==> config.mk <==
export PLATFORM = sky130hd
export DESIGN_NAME = pulse_accum_flags_port
export DESIGN_NICKNAME = d
export VERILOG_FILES = /design/src/inc/pa_pkg.sv /design/src/inc/pa_sync_if.sv /design/src/design/pa_pin_sync.sv /design/src/design/pulse_accum_flags_port.sv
export VERILOG_INCLUDE_DIRS = /design/src /design/src/inc
export SDC_FILE = /design/constraint.sdc
export NUM_CORES = 1
export LEC_CHECK = 0
export BUFFER_PORTS_ARGS = -buffer_cell sky130_fd_sc_hd__buf_2
export CORE_UTILIZATION = 45
export CTS_BUF_LIST = sky130_fd_sc_hd__clkbuf_8
export DETAILED_ROUTE_END_ITERATION = 6
export PLACE_DENSITY = 0.74
export RECOVER_POWER = 25
export SYNTH_ARGS = -nofsm -noshare
export SYNTH_HDL_FRONTEND = slang
export SYNTH_SLANG_ARGS = --single-unit
==> constraint.sdc <==
create_clock -name sys_clk -period 5.9 [get_ports sys_clk]
set_input_delay 1.18 -clock sys_clk [delete_from_list [all_inputs] [get_ports sys_clk]]
set_output_delay 1.18 -clock sys_clk [all_outputs]
set_load 0.05 [all_outputs]
==> src/inc/pa_regs.svh <==
// Register map, field positions and reset values of the pulse accumulator flag and port block.
// Assumes an AXI4-Lite host with 32-bit data; every register takes one aligned word at four times its index.
// Functional notes
// RULE1: Overflow flag sets when the 16-bit count wraps from 0xFFFF to 0x0000.
// RULE2: Overflow interrupt request is high while overflow flag and its enable are set.
// RULE3: Writing one clears the overflow flag; zero leaves it; readable and writable anytime.
// RULE4: Event counting mode sets the input flag on the selected active pin edge.
// RULE5: Gated mode sets the input flag on the trailing edge of the gate level.
// RULE6: Input interrupt request is high while input flag and its enable are set.
// RULE7: Writing one clears the input flag; writing zero has no effect.
// RULE8: With fast clear enabled, any count register access clears both flags.
// RULE9: Count register holds counted events since reset; readable and writable anytime.
// RULE10: Accumulator input is synchronised to the bus clock, so reads may lag an edge.
// RULE11: Software reads the count as one 16-bit access for a coherent value.
// RULE12: Port data register has four pin bits low; upper bits are reserved.
// RULE13: Written port data is latched and drives a pin only as general output.
// RULE14: Port read returns pin level where direction is zero, latch where one.
// RULE15: Port data write never changes a pin driven by a timer output function.
// RULE16: Reset clears all four direction bits so every pin starts as input.
// RULE17: Direction bit one makes an output, zero an input; readable and writable anytime.
// RULE18: Mode bit one selects gated time accumulation, zero selects event counting.
// RULE19: Gated mode counts the divide-by-64 prescaler tick, absent while timer inactive.
// RULE20: A flag set and a clear in the same cycle leave the flag set.
`ifndef PA_REGS_SVH
`define PA_REGS_SVH

`define PA_ADDR_W 26
`define PA_PINS 4
`define PA_SYNC_W 5
// Register indices; the byte address is the index shifted left by two.
`define PA_IDX_FLAG 24'h1a_0019
`define PA_IDX_CNT 24'h1a_001a
`define PA_IDX_PORT 24'h1a_001b
`define PA_IDX_DDR 24'h1a_001c
`define PA_IDX_CTRL 24'h1a_001d
`define PA_ADDR_FLAG {`PA_IDX_FLAG, 2'b00}
`define PA_ADDR_CNT {`PA_IDX_CNT, 2'b00}
`define PA_ADDR_PORT {`PA_IDX_PORT, 2'b00}
`define PA_ADDR_DDR {`PA_IDX_DDR, 2'b00}
`define PA_ADDR_CTRL {`PA_IDX_CTRL, 2'b00}
// Flag register fields.
`define PA_FLG_OVF 1
`define PA_FLG_IN 0
// Control register fields.
`define PA_CTL_FAST 7
`define PA_CTL_EN 6
`define PA_CTL_MODE 5
`define PA_CTL_EDGE 4
`define PA_CTL_OVI 1
`define PA_CTL_INI 0
// Reset values.
`define PA_RST_CTRL 8'h00
`define PA_RST_DDR 4'h0
`define PA_RST_LATCH 4'h0
`define PA_RST_CNT 16'h0000
`define PA_CNT_MAX 16'hffff
// Divide ratio of the external gated-mode tick, for reference only.
`define PA_GATE_DIV 64
// Bus responses.
`define PA_RESP_OKAY 2'b00
`define PA_RESP_DECERR 2'b11

`endif

==> src/inc/pa_pkg.sv <==
// Types shared by the pulse accumulator flag and port block.
// Assumes pa_regs.svh is on the include path.
`include "pa_regs.svh"

package pa_pkg;

    typedef enum {SEL_FLAG, SEL_CNT, SEL_PORT, SEL_DDR, SEL_CTRL, SEL_NONE} reg_sel_t;

    typedef struct packed {
        logic aw_held;
        logic [`PA_ADDR_W-1:0] aw_addr;
        logic w_held;
        logic [31:0] w_data;
        logic [3:0] w_strb;
        logic bvalid;
        logic [1:0] bresp;
        logic rvalid;
        logic [1:0] rresp;
        logic [31:0] rdata;
        logic [15:0] count;
        logic ovf;
        logic inf;
        logic [7:0] ctrl;
        logic [`PA_PINS-1:0] latch;
        logic [`PA_PINS-1:0] ddr;
    } pa_state_t;

    typedef struct packed {
        logic [`PA_SYNC_W-1:0] st1;
        logic [`PA_SYNC_W-1:0] st2;
        logic [`PA_SYNC_W-1:0] st3;
    } sync_state_t;

endpackage

==> src/inc/pa_sync_if.sv <==
// Carries raw pin levels into the synchroniser and clean levels and edges back out.
// Assumes both ends run on the same system clock.
`timescale 1ns/1ps
`include "pa_regs.svh"

interface pa_sync_if;
    logic raw_pai;
    logic [`PA_PINS-1:0] raw_pins;
    logic s_pai;
    logic [`PA_PINS-1:0] s_pins;
    logic pai_rise;
    logic pai_fall;

    modport sync (input raw_pai, input raw_pins, output s_pai, output s_pins, output pai_rise, output pai_fall);
    modport user (output raw_pai, output raw_pins, input s_pai, input s_pins, input pai_rise, input pai_fall);
endinterface

==> src/design/pa_pin_sync.sv <==
// Two-stage synchroniser for the accumulator input and the port pins, with an edge detector on the accumulator input only.
// Assumes asynchronous pin levels and one system clock.
`timescale 1ns/1ps

module pa_pin_sync
    import pa_pkg::*;
(
    input wire logic sys_clk,
    input wire logic arst_n,
    pa_sync_if.sync pins
);
    sync_state_t q;
    sync_state_t d;

    // The first stage feeds only the second; edges are taken between stages two and three.
    always_comb begin
        d = q;
        d.st1 = {pins.raw_pai, pins.raw_pins}; // RULE10
        d.st2 = q.st1;
        d.st3 = q.st2;
    end

    always_ff @(posedge sys_clk or negedge arst_n) begin
        if (!arst_n) begin
            q <= '0;
        end else begin
            q <= d;
        end
    end

    // Clean levels and one-cycle edge pulses.
    assign pins.s_pai = q.st2[`PA_SYNC_W-1];
    assign pins.s_pins = q.st2[`PA_PINS-1:0];
    assign pins.pai_rise = q.st2[`PA_SYNC_W-1] & ~q.st3[`PA_SYNC_W-1];
    assign pins.pai_fall = ~q.st2[`PA_SYNC_W-1] & q.st3[`PA_SYNC_W-1];
endmodule

==> src/design/pulse_accum_flags_port.sv <==
// Flag, count and port-pin registers of the pulse accumulator, with an AXI4-Lite slave.
// Assumes the prescaler supplies a one-cycle divide-by-64 tick only while the timer runs, and that
// the output compare logic tells which pins it owns and at which level, all on sys_clk.
`timescale 1ns/1ps

module pulse_accum_flags_port
    import pa_pkg::*;
(
    input wire logic sys_clk,
    input wire logic arst_n,
    input wire logic [`PA_ADDR_W-1:0] awaddr,
    input wire logic awvalid,
    output logic awready,
    input wire logic [31:0] wdata,
    input wire logic [3:0] wstrb,
    input wire logic wvalid,
    output logic wready,
    output logic [1:0] bresp,
    output logic bvalid,
    input wire logic bready,
    input wire logic [`PA_ADDR_W-1:0] araddr,
    input wire logic arvalid,
    output logic arready,
    output logic [31:0] rdata,
    output logic [1:0] rresp,
    output logic rvalid,
    input wire logic rready,
    input wire logic accum_input_pin,
    input wire logic [`PA_PINS-1:0] port_pin_in,
    output logic [`PA_PINS-1:0] port_pin_out,
    output logic [`PA_PINS-1:0] port_pin_oe,
    input wire logic [`PA_PINS-1:0] timer_out_active,
    input wire logic [`PA_PINS-1:0] timer_out_level,
    input wire logic div64_tick,
    output logic overflow_irq,
    output logic input_irq
);
    pa_state_t q;
    pa_state_t d;
    pa_sync_if sync_bus ();

    logic wr_go;
    reg_sel_t wr_sel;
    reg_sel_t rd_sel;
    logic rd_go;
    logic fast_clr;
    logic ovf_clr;
    logic in_clr;
    logic cnt_wr;
    logic cnt_inc;
    logic ovf_set;
    logic ev_set;
    logic gt_set;
    logic in_set;
    logic gate_on;
    logic act_edge;
    logic [`PA_PINS-1:0] port_view;

    // Address decode shared by the read and write paths; anything else answers with a decode error.
    function automatic reg_sel_t reg_sel(input logic [`PA_ADDR_W-1:0] a);
        reg_sel_t s;
        s = SEL_NONE;
        if (a == `PA_ADDR_FLAG) begin
            s = SEL_FLAG;
        end else if (a == `PA_ADDR_CNT) begin
            s = SEL_CNT;
        end else if (a == `PA_ADDR_PORT) begin
            s = SEL_PORT;
        end else if (a == `PA_ADDR_DDR) begin
            s = SEL_DDR;
        end else if (a == `PA_ADDR_CTRL) begin
            s = SEL_CTRL;
        end
        return s;
    endfunction

    // Pins reach the counting logic only through the synchroniser.
    assign sync_bus.raw_pai = accum_input_pin;
    assign sync_bus.raw_pins = port_pin_in;

    pa_pin_sync u_sync (
        .sys_clk(sys_clk),
        .arst_n(arst_n),
        .pins(sync_bus)
    );

    // Channel readiness: one write and one read at a time, each blocked while its answer waits.
    assign awready = !q.aw_held && !q.bvalid;
    assign wready = !q.w_held && !q.bvalid;
    assign arready = !q.rvalid;
    assign bvalid = q.bvalid;
    assign bresp = q.bresp;
    assign rvalid = q.rvalid;
    assign rresp = q.rresp;
    assign rdata = q.rdata;

    // Decoded access strobes.
    assign wr_go = q.aw_held && q.w_held && !q.bvalid;
    assign wr_sel = reg_sel(q.aw_addr);
    assign rd_go = arvalid && arready;
    assign rd_sel = reg_sel(araddr);

    // Any touch of the count register, read or write, whole or partial, counts as an access.
    assign fast_clr = q.ctrl[`PA_CTL_FAST] && ((wr_go && wr_sel == SEL_CNT) || (rd_go && rd_sel == SEL_CNT)); // RULE8
    assign ovf_clr = (wr_go && wr_sel == SEL_FLAG && q.w_strb[0] && q.w_data[`PA_FLG_OVF]) || fast_clr; // RULE3
    assign in_clr = (wr_go && wr_sel == SEL_FLAG && q.w_strb[0] && q.w_data[`PA_FLG_IN]) || fast_clr; // RULE7
    assign cnt_wr = wr_go && wr_sel == SEL_CNT;

    // The gate level is low when the edge bit is set, high otherwise.
    assign gate_on = q.ctrl[`PA_CTL_EDGE] ? !sync_bus.s_pai : sync_bus.s_pai;
    // The active event edge and the trailing gate edge coincide for both settings of the edge bit.
    assign act_edge = q.ctrl[`PA_CTL_EDGE] ? sync_bus.pai_rise : sync_bus.pai_fall;
    assign ev_set = q.ctrl[`PA_CTL_EN] && !q.ctrl[`PA_CTL_MODE] && act_edge; // RULE4
    assign gt_set = q.ctrl[`PA_CTL_EN] && q.ctrl[`PA_CTL_MODE] && act_edge; // RULE5
    assign in_set = ev_set || gt_set;

    // Event mode counts edges; gated mode counts prescaler ticks while the gate is open.
    // With no timer running there is no tick, so gated counting simply stops.
    always_comb begin
        cnt_inc = 1'b0;
        if (q.ctrl[`PA_CTL_EN]) begin
            if (q.ctrl[`PA_CTL_MODE]) begin // RULE18
                cnt_inc = div64_tick && gate_on; // RULE19
            end else begin
                cnt_inc = act_edge;
            end
        end
    end

    // A software write wins over an increment in the same cycle; that one count is dropped.
    assign ovf_set = cnt_inc && !cnt_wr && q.count == `PA_CNT_MAX; // RULE1

    // Input pins show their live level, output pins the latch.
    assign port_view = (q.ddr & q.latch) | (~q.ddr & sync_bus.s_pins); // RULE14

    // Next state of the bus slave and of every register.
    always_comb begin
        d = q;
        // Write address and data are taken independently, in either order.
        if (awvalid && awready) begin
            d.aw_held = 1'b1;
            d.aw_addr = awaddr;
        end
        if (wvalid && wready) begin
            d.w_held = 1'b1;
            d.w_data = wdata;
            d.w_strb = wstrb;
        end
        if (wr_go) begin
            d.aw_held = 1'b0;
            d.w_held = 1'b0;
            d.bvalid = 1'b1;
            d.bresp = (wr_sel == SEL_NONE) ? `PA_RESP_DECERR : `PA_RESP_OKAY;
            if (wr_sel == SEL_PORT && q.w_strb[0]) begin
                d.latch = q.w_data[`PA_PINS-1:0]; // RULE13
            end else if (wr_sel == SEL_DDR && q.w_strb[0]) begin
                d.ddr = q.w_data[`PA_PINS-1:0]; // RULE17
            end else if (wr_sel == SEL_CTRL && q.w_strb[0]) begin
                d.ctrl = q.w_data[7:0];
            end
        end
        if (q.bvalid && bready) begin
            d.bvalid = 1'b0;
        end
        // Reads are answered one cycle after the address is taken, from a register.
        if (rd_go) begin
            d.rvalid = 1'b1;
            d.rresp = `PA_RESP_OKAY;
            d.rdata = 32'h0000_0000;
            if (rd_sel == SEL_FLAG) begin
                d.rdata[`PA_FLG_OVF] = q.ovf;
                d.rdata[`PA_FLG_IN] = q.inf;
            end else if (rd_sel == SEL_CNT) begin
                d.rdata[15:0] = q.count; // RULE9
            end else if (rd_sel == SEL_PORT) begin
                d.rdata[`PA_PINS-1:0] = port_view; // RULE12
            end else if (rd_sel == SEL_DDR) begin
                d.rdata[`PA_PINS-1:0] = q.ddr;
            end else if (rd_sel == SEL_CTRL) begin
                d.rdata[7:0] = q.ctrl;
            end else begin
                d.rresp = `PA_RESP_DECERR;
            end
        end
        if (q.rvalid && rready) begin
            d.rvalid = 1'b0;
        end
        // Counter: byte lanes let software load either half, though whole-word access keeps it coherent.
        if (cnt_wr) begin
            if (q.w_strb[0]) begin
                d.count[7:0] = q.w_data[7:0]; // RULE9
            end
            if (q.w_strb[1]) begin
                d.count[15:8] = q.w_data[15:8];
            end
        end else if (cnt_inc) begin
            d.count = q.count + 16'h0001;
        end
        // Flags: a set in the same cycle as any clear keeps the flag.
        d.ovf = (q.ovf && !ovf_clr) || ovf_set; // RULE20
        d.inf = (q.inf && !in_clr) || in_set; // RULE20
    end

    // One register bank; reset leaves every pin not owned by a timer output an input and every flag clear.
    always_ff @(posedge sys_clk or negedge arst_n) begin
        if (!arst_n) begin
            q <= '0; // RULE16
        end else begin
            q <= d;
        end
    end

    // Interrupt requests are plain levels of flag and enable.
    assign overflow_irq = q.ovf && q.ctrl[`PA_CTL_OVI]; // RULE2
    assign input_irq = q.inf && q.ctrl[`PA_CTL_INI]; // RULE6

    // A timer output owns its pin; the latch shows only once the pin returns to general output.
    assign port_pin_out = (timer_out_active & timer_out_level) | (~timer_out_active & q.latch); // RULE15
    assign port_pin_oe = timer_out_active | q.ddr; // RULE17
endmodule

# == Word-level counts from Yosys, hierarchy flattened ==
# Cells that the tools add are included.
# word_totals
reg_bits,135
inputBits,109
out_inout_bits,51
wordCells,156
# classes
n_addsub,1
n_eq_ne,22
muxes,41
n_bitwise,15
n_reduce_logical,57
# ops
operator,n
"equality test 26 x 23 -> 1 bit, second input constant",10
"equality test 32 x 3 -> 1 bit, second input constant",4
"equality test 32 x 4 -> 1 bit, second input constant",3
"equality test 32 x 2 -> 1 bit, second input constant",2
zero test 32 bit,2
two-way mux 8 bit,5
two-way mux 37 bit,1
two-way mux 35 bit,1
two-way mux 16 bit,2
two-way mux 32 bit,1
logical AND 1 bit,30
two-way mux 27 bit,1
two-way mux 3 bit,8
"adder 16 x 1 -> 16 bit, second input constant",1
AND 4 bit,4
"equality test 16 bit, second input constant",1
two-way mux 4 bit,4
two-way mux 14 bit,1
two-way mux 2 bit,7
OR 4 bit,3
two-way mux 1 bit,10
nonzero test 2 bit,5
zero test 1 bit,9
NOT 4 bit,2
other kinds (7),19

# == Longest topological paths before layout ==
# Gate-level depths: netlist of the first run.
# depth
depth_word,14
ltp_mapped,7
depth_no_buf,6

# == Modules after synthesis ==
# From an unflattened synthesis of the first run, not the netlist that was laid out.
# unflattened
hier_cells,476
area_unflattened_um2,5386.4
# by_module_without_submodules
module,instances,cells_per_inst,area_per_inst_um2,seq_area_each_um2
pulse_accum_flags_port,1,459,5066.1,2502.4
pa_pin_sync,1,17,320.3,275.3

# == Worst setup path after synthesis of the first run ==
# Ideal clock, no wire load.
# synth_path
path_kind,input to output
start,input port timer_out_active[0]
end,output port port_pin_out[0]
arrival_ns,1.614
path_slack_ns,3.106
cell_stages,1
path_cell_list,mux2_2
# synth_between
elab_chain_cells,3
elab_cells_between_ends,4
# synth_lines
element,line_no,text
start: declaration,pulse_accum_flags_port.sv:32,"input wire logic [`PA_PINS-1:0] timer_out_active,"
NOT 4 bit,pulse_accum_flags_port.sv:218,assign port_pin_out = (timer_out_active & timer_out_level) | (~timer_out_active & q.latch);
AND 4 bit,pulse_accum_flags_port.sv:218,
OR 4 bit (*),pulse_accum_flags_port.sv:218,
end: declaration,pulse_accum_flags_port.sv:30,"output logic [`PA_PINS-1:0] port_pin_out,"
# Every way passes the cells marked *; elsewhere a longest branch is shown, timed or not.

==> metrics.cfg, run 1 <==
[status]
status=finished, violations left
failed_checks=capacitance limit, slew limit

[cts]
cts_hold_buf=0
clk_path_buf_depth=2
clock-sinks=111
numCtsBuffers=9
h-tree-depth=3
cts.root.buffer_cell=clkbuf_8
clk_pin_slew_worst_paths_ps=90
clk_latency_ps=380
cts_tree=yes
cts_repair_resize_count=0
cts_setup_buffers=0

[global_route]
antenna_found_initial=1
grt_pass1_wl_um=18400
grt_max_degree=68
grt_pass1_vias=3793
overflow=0
track_usage_pct=18.8

[critical_path]
crit_type=in -> async
cp.required_ps=6310
arrival_ps=3770
crit_family=buffers and inverters
crit_start=arst_n
cp-start-kind=input port
crit_buf_inv=2
crit_path_end_kind=asynchronous set/reset pin
crit_fanout=67
r2r-start=q[129]$_DFFE_PN0P_
slowest_stage=clkbuf_1
cp_cell_sequence=clkbuf_1 -> buf_4
max_stage_delay_ps=1650

[timing]
tns_ps=0
finalSetupViolCount=0
hold_viol_final=0
whs_ps=358
rsz0062_at_grt=no
finalCritPeriodShare_pct=56.8
finalClockSkew_ps=12.3
max_freq_mhz=298
drv_slew=46
worstMarginPinSlew_ps=2360
relSlewSlack_pct=-57.4
min_period_ps=3350

[logic_synthesis]
ys_types=65
synth_edf_count=0
yosys-top-cells-area=dfrtp_1 52%, mux2_2 14%, buf_4 5.5%
syn-cell-area_sq_um=5320
async_reset_ff_share_pct=100
ys_seq_area_share_pct=52.2
yosys_warnings=0
synth.top_cell.area_share_pct=52.2
synth-seq-cells=111
syn_inst=451
syn_avg_cell_area_sq_um=11.8
synth_ff_type=dfrtp_1
yosys.area.top_type=dfrtp_1

[die]
die_area_sq_um=12300
start_util_pct=46.4
chipHeight_um=111
core_area_sq_um=11500
ios=160
num_rows=39
die_w_um=111

[worst_hold_path]
min-delay-path-class=reg -> reg
holdCritStartpoint=u_sync.d[8]$_DFF_PN0_

[cells_and_area]
finalInstanceArea_sq_um=6040
diodes=0
drive_above_1_share_pct=40.1
multi_input_area_sq_um=2230
num-fill-cells=1006
nets=664
area_growth_syn_to_layout_pct=13.4
register_area_sq_um=2780

[power_and_ir_drop]
ir_drop_mv=0.206
p_leak_nw=2.86
power.total_w=0.00201
p_per_area_nw_per_um2=334

[drt]
drt_iter0_markers=131
num_vias=3745
drt_wl_total_um=10900
drt-vias-per-instance=5.33
wl_per_cell_um=15.6
dr.pass1.iters=4
drc=0
ant_nets=0

[flow_run]
maxCapViolations=1

[placed_design]
hpwlAfterDp_um=8180
io_buffers=125
place_area_sq_um=5860
place_congestion=0.849

[metrics by stage]
step / setup WS (ps) / utilization [%] / instances
global placement: 2810 / 51.1 / 686
global route: 2010 / 52.6 / 702
finish: 2550 / 52.6 / 702
floorplan: 3110 / - / 466
detailed placement: 2800 / 51.1 / 686
CTS: 2910 / 52.7 / 702
[layer usage]
metal | share of wire, % | wire length [um] | global-route usage (%) | vias to the layer above
met4 | 1.2 | 136 | 6.40 | 0
met1 | 44 | 4790 | 24.0 | 1819
met3 | 6.9 | 758 | 5.47 | 7
li1 | - | - | - | 1801
met2 | 48 | 5240 | 30.7 | 118
met5 | 0 | 0 | 0 | -
[power by group]
group / internal, W / switching, W / leakage, nW / total [W]
Clock: 0.000193 / 0.000255 / 0.0978 / 0.000449
Sequential: 0.000932 / 0.000152 / 1.40 / 0.00108
Combinational: 0.000235 / 0.000246 / 1.36 / 0.000480
Total: 0.00136 / 0.000653 / 2.86 / 0.00201
[flip-flops by register name (all words and copies together) (netlist names)]
signal,flops
bresp,1
bvalid,1
q,80
rdata,16
rresp,1
rvalid,1
u_sync.d,5
u_sync.pins.s_pai,1
u_sync.pins.s_pins,4
u_sync.q,1
[kinds of logic (layout without fill, tap and decap cells)]
family                   count (synthesis)  after routing  synth area share, %
AND/OR/NAND/NOR                        139            139                 16.0
flip-flops                             111            111                 52.2
multiplexers                            72             72                 15.1
AO/OA/AOI/OAI                           70             70                 9.57
buffers and inverters                   57            150                 6.91
adder cells (fa/ha/maj)                  1              1                0.235
other                                    1             16               0.0705
[synthesized netlist by cell type (4+ instances only)]
cell,number
buf_4,39
nor2_1,23
mux2i_1,7
o21ai_1,5
nand4_1,4
nand3_1,7
nand2_1,25
dfrtp_1,111
nand2b_1,5
and3_1,7
nor4_1,4
and2_1,9
clkbuf_1,7
a22o_1,10
inv_1,8
a22oi_1,6
a211oi_1,8
nor3_1,14
or2_2,5
o22ai_1,4
a21oi_1,7
mux2_2,65
o21ai_0,6
[area by class of cell]
cell class / instances / share of cell area (%)
clock inverter: 7 / 1.10
inverter: 8 / 0.498
tap: 143 / 2.96
multi-input combinational: 298 / 36.9
timing repair buffer: 126 / 10.5
clock buffer: 9 / 2.05
sequential: 111 / 46.0
[final timing paths]
| kind | slack [ps] | cells past startpoint | to |
|---|---|---|---|
| setup / recovery | 2550 | 2 | rresp[0]$_DFFE_PN0P_ |
| hold / removal | 360 | 0 | u_sync.pins.s_pins[3]$_DFF_PN0_ |
| setup reg to reg | 3200 | 6 | q[20]$_DFFE_PN0P_ |
| hold reg to reg | 360 | 0 | u_sync.pins.s_pins[3]$_DFF_PN0_ |
| max in group sys_clk | 2920 | 3 | port_pin_out[1] |
| min in group asynchronous | 1500 | 1 | rdata[11]$_DFFE_PN0P_ |
[cell usage in the layout (no fill, tap or decap), types with 9 or more instances in the layout]
cell / synthesis / routed
a22o_1: 10 / 10
buf_2: 0 / 124
clkbuf_8: 0 / 9
conb_1: 1 / 16
dfrtp_1: 111 / 111
inv_1: 8 / 10
mux2_2: 65 / 65
nand2_1: 25 / 25
nor2_1: 23 / 23
nor3_1: 14 / 14
(Power assumes the default switching activity.)
==> run 2: changes to the inputs <==
--- a/config.mk
+++ b/config.mk
@@ -6,11 +6,12 @@
 export SDC_FILE = /design/constraint.sdc
 export NUM_CORES = 1
 export LEC_CHECK = 0
+export ABC_AREA = 1
 export BUFFER_PORTS_ARGS = -buffer_cell sky130_fd_sc_hd__buf_2
 export CORE_UTILIZATION = 45
 export CTS_BUF_LIST = sky130_fd_sc_hd__clkbuf_8
 export DETAILED_ROUTE_END_ITERATION = 6
-export PLACE_DENSITY = 0.74
+export PLACE_DENSITY = 0.73
 export RECOVER_POWER = 25
 export SYNTH_ARGS = -nofsm -noshare
 export SYNTH_HDL_FRONTEND = slang
==> constraint.sdc (replaced) <==
create_clock -name sys_clk -period 3.4 [get_ports sys_clk]
set_input_delay 0.68 -clock sys_clk [delete_from_list [all_inputs] [get_ports sys_clk]]
set_output_delay 0.68 -clock sys_clk [all_outputs]
set_load 0.05 [all_outputs]
==> run 2 against run 1 <==
The flow now finishes without violations. Routed wire length grew 11%. Largest cell class unchanged. Register-to-register slack lost 2000 ps. Clock skew shrank 3.3 ps. Global-route usage shrank 0.093 points. Worst hold slack is essentially flat. Design area grew 11%. Critical path depth grew 8. Count of clock-buffer cells in the layout is the same. Utilization is essentially flat. Power grew 80%. Highest routed layer unchanged. Via count grew 25%.
==> metrics.cfg, run 2 <==
[cts]
clk_latency_ps=390  ; about the same
cts_tree=yes
numCtsBuffers=9  ; unchanged
clk_pin_slew_worst_paths_ps=110  ; +20 ps
cts_setup_buffers=0  ; unchanged
cts.root.buffer_cell=clkbuf_8
clk_path_buf_depth=2  ; unchanged
cts_repair_resize_count=0  ; unchanged
h-tree-depth=3  ; unchanged
clock-sinks=111  ; unchanged
cts_hold_buf=0  ; unchanged

[drt]
wl_per_cell_um=12.1  ; -22%
ant_nets=0  ; unchanged
drt-vias-per-instance=4.70  ; -12%
drt_wl_total_um=12100  ; +11%
dr.pass1.iters=4  ; unchanged
drc=0  ; unchanged
drt_iter0_markers=189  ; +44%
num_vias=4699  ; +25%

[cells_and_area]
layout_commonest_cell=nand2_1
area_growth_syn_to_layout_pct=13.3
stdcell_count=1000  ; +42%
largest_reg_flops=80  ; unchanged
regMostFlops=q
drive_above_1_share_pct=26.2  ; -14 points
num-fill-cells=1267  ; +26%
diodes=0  ; unchanged
layout_common_cells=173 x nand2_1, 124 x buf_2, 111 x dfrtp_1
finalInstanceArea_sq_um=6700  ; +11%
nets=933  ; +41%

[die]
core_area_sq_um=12700  ; +11%
start_util_pct=46.5  ; +0.093 points
chipHeight_um=117  ; +5.3%
num_rows=41  ; +5.1%
die_area_sq_um=13600  ; +11%
die_w_um=117  ; +5.3%
ios=160  ; unchanged

[logic_synthesis]
synth.most_common_cell=nand2_1
synth_ff_type=dfrtp_1
yosys.area.top_type=dfrtp_1
ys_seq_area_share_pct=46.9  ; -5.2 points
yosys-top-cells-area=dfrtp_1 47%, nand2_1 11%, nand3_1 6.0%
syn_avg_cell_area_sq_um=8.25  ; -30%
synth.top_cells.by_count=173 x nand2_1, 111 x dfrtp_1, 71 x nand3_1
async_reset_ff_share_pct=100  ; unchanged
synth-seq-cells=111  ; unchanged
syn-cell-area_sq_um=5920  ; +11%
yosys_warnings=0  ; unchanged
synth.top_cell.area_share_pct=46.9  ; -5.2 points
syn_inst=717  ; +59%
ys_types=41  ; -37%
synth_edf_count=0  ; unchanged

[timing]
tns_ps=0  ; unchanged
rsz0062_at_grt=no
relSlewSlack_pct=0.953  ; +58 points
setup_slack_ps=1170  ; -1380 ps
hold_viol_final=0  ; unchanged
finalClockSkew_ps=8.96  ; -3.34 ps
max_freq_mhz=449
finalSetupViolCount=0  ; unchanged
drv_slew=0  ; -100%
finalCritPeriodShare_pct=65.5
min_period_ps=2230
worstMarginPinSlew_ps=1490  ; -875 ps

[critical_path]
rr_worst_depth=10  ; +4
cp.required_ps=3690  ; -2620 ps
crit_path_end_kind=register
arrival_ps=2510  ; -1260 ps
r2r-start=q[124]$_DFFE_PN0P_
crit_type=reg -> reg
cp-start-kind=register
crit_fanout=26  ; -61%
reg2reg_to=q[33]$_DFFE_PN0P_
reg2reg_slack_ps=1170  ; -2030 ps

[placed_design]
dpl.cell_count=984  ; +43%
hpwlAfterDp_um=9230  ; +13%
place_ws_ps=1040  ; -1760 ps
place_congestion=0.846  ; -0.26%
io_buffers=125  ; unchanged
place_area_sq_um=6510  ; +11%

[status]
status=completed

[flow_run]
maxCapViolations=0  ; -1

[power_and_ir_drop]
p_seq_share_pct=49.2  ; -4.7 points
pwr-share-clk_pct=22.6  ; +0.3 points
p_switching_w=0.00130  ; +98%
power.internal_w=0.00232  ; +71%
p_leak_nw=3.51  ; +23%
p_per_area_nw_per_um2=540  ; +62%
ir_drop_mv=0.614  ; +200%
pwr-share-comb_pct=28.2  ; +4.4 points
switching_share_pct=35.8  ; +3.4 points

[global_route]
track_usage_pct=18.7  ; -0.093 points
antenna_found_initial=0  ; -1
grt_pass1_wl_um=19700  ; +7.3%
grt_max_degree=60  ; -12%
overflow=0  ; unchanged
grt_pass1_vias=4270  ; +13%

[worst_hold_path]
min-delay-path-class=reg -> reg
holdCritStartpoint=u_sync.d[6]$_DFF_PN0_
holdPathEnd=u_sync.pins.s_pins[1]$_DFF_PN0_
worstHoldPathCells=0  ; unchanged

-- run 2: through the flow --
step                      power (W)  hold slack, ps  utilization [%]
after floorplan             0.00260             331                -
after global placement      0.00282             334             51.2
after detailed placement    0.00285             337             51.2
after CTS                   0.00367             360             52.8
after global routing        0.00384             364             52.7
final                       0.00362             358             52.7
-- run 2: cell type report --
cell class                      count  area, sq um  share of cell area (%)
Clock buffer                        9          124                    1.85
Clock inverter                      7         82.6                    1.23
Inverter                           79          297                    4.42
Multi-Input combinational cell    491         2520                    37.7
Sequential cell                   111         2780                    41.4
Tap cell                          172          215                    3.21
Timing Repair Buffer              131          683                    10.2
-- run 2: critical path, cell delays in order (launching register included) --
cell and delay (ps):
dfrtp_1 390, nor2_1 110, nand3_1 120, nor2_4 220, nand3_2 110, nor2_4 340
nand2_4 260, nand2_4 240, nand2_4 160, nand2_1 120, o21ai_2 50
-- run 2: cells by family (layout without fill, tap and decap cells) --
family	Yosys count	after routing	synth area share, %
flip-flops	111	111	46.9
other	1	16	0.0634
XOR/XNOR	13	13	1.92
AND/OR/NAND/NOR	360	360	27.7
AO/OA/AOI/OAI	72	72	6.56
multiplexers	29	29	5.48
adder cells (fa/ha/maj)	1	1	0.211
buffers and inverters	130	226	11.2
-- run 2: worst max path at each step --
stage,start,end,slack (ps),depth (start not counted)
after global placement,araddr[18],rdata[0]$_DFFE_PN0P_,1070,12
after floorplan,bvalid$_DFFE_PN0P_,q[113]$_DFFE_PN0P_,940,4
after detailed placement,araddr[18],rdata[1]$_DFFE_PN0P_,1040,12
after global routing,q[129]$_DFFE_PN0P_,q[33]$_DFFE_PN0P_,990,9
after CTS,q[124]$_DFFE_PN0P_,q[33]$_DFFE_PN0P_,1160,10
final,q[124]$_DFFE_PN0P_,q[33]$_DFFE_PN0P_,1170,10
-- run 2: metal layers --
layer	track usage [%]	up-vias	part of all wire, %
li1	-	2462	-
met1	25.1	2095	47
met2	29.9	131	45
met3	5.09	11	6.7
met4	5.32	0	1.1
met5	0	-	0
-- run 2: power by group through the flow --
stage	clock (W)	sequential (W)	combinational, W
floorplan	0	0.00178	0.000815
global placement	0	0.00180	0.00102
detailed placement	0	0.00181	0.00104
CTS	0.000845	0.00178	0.00104
global route	0.000886	0.00182	0.00113
finish	0.000816	0.00178	0.00102
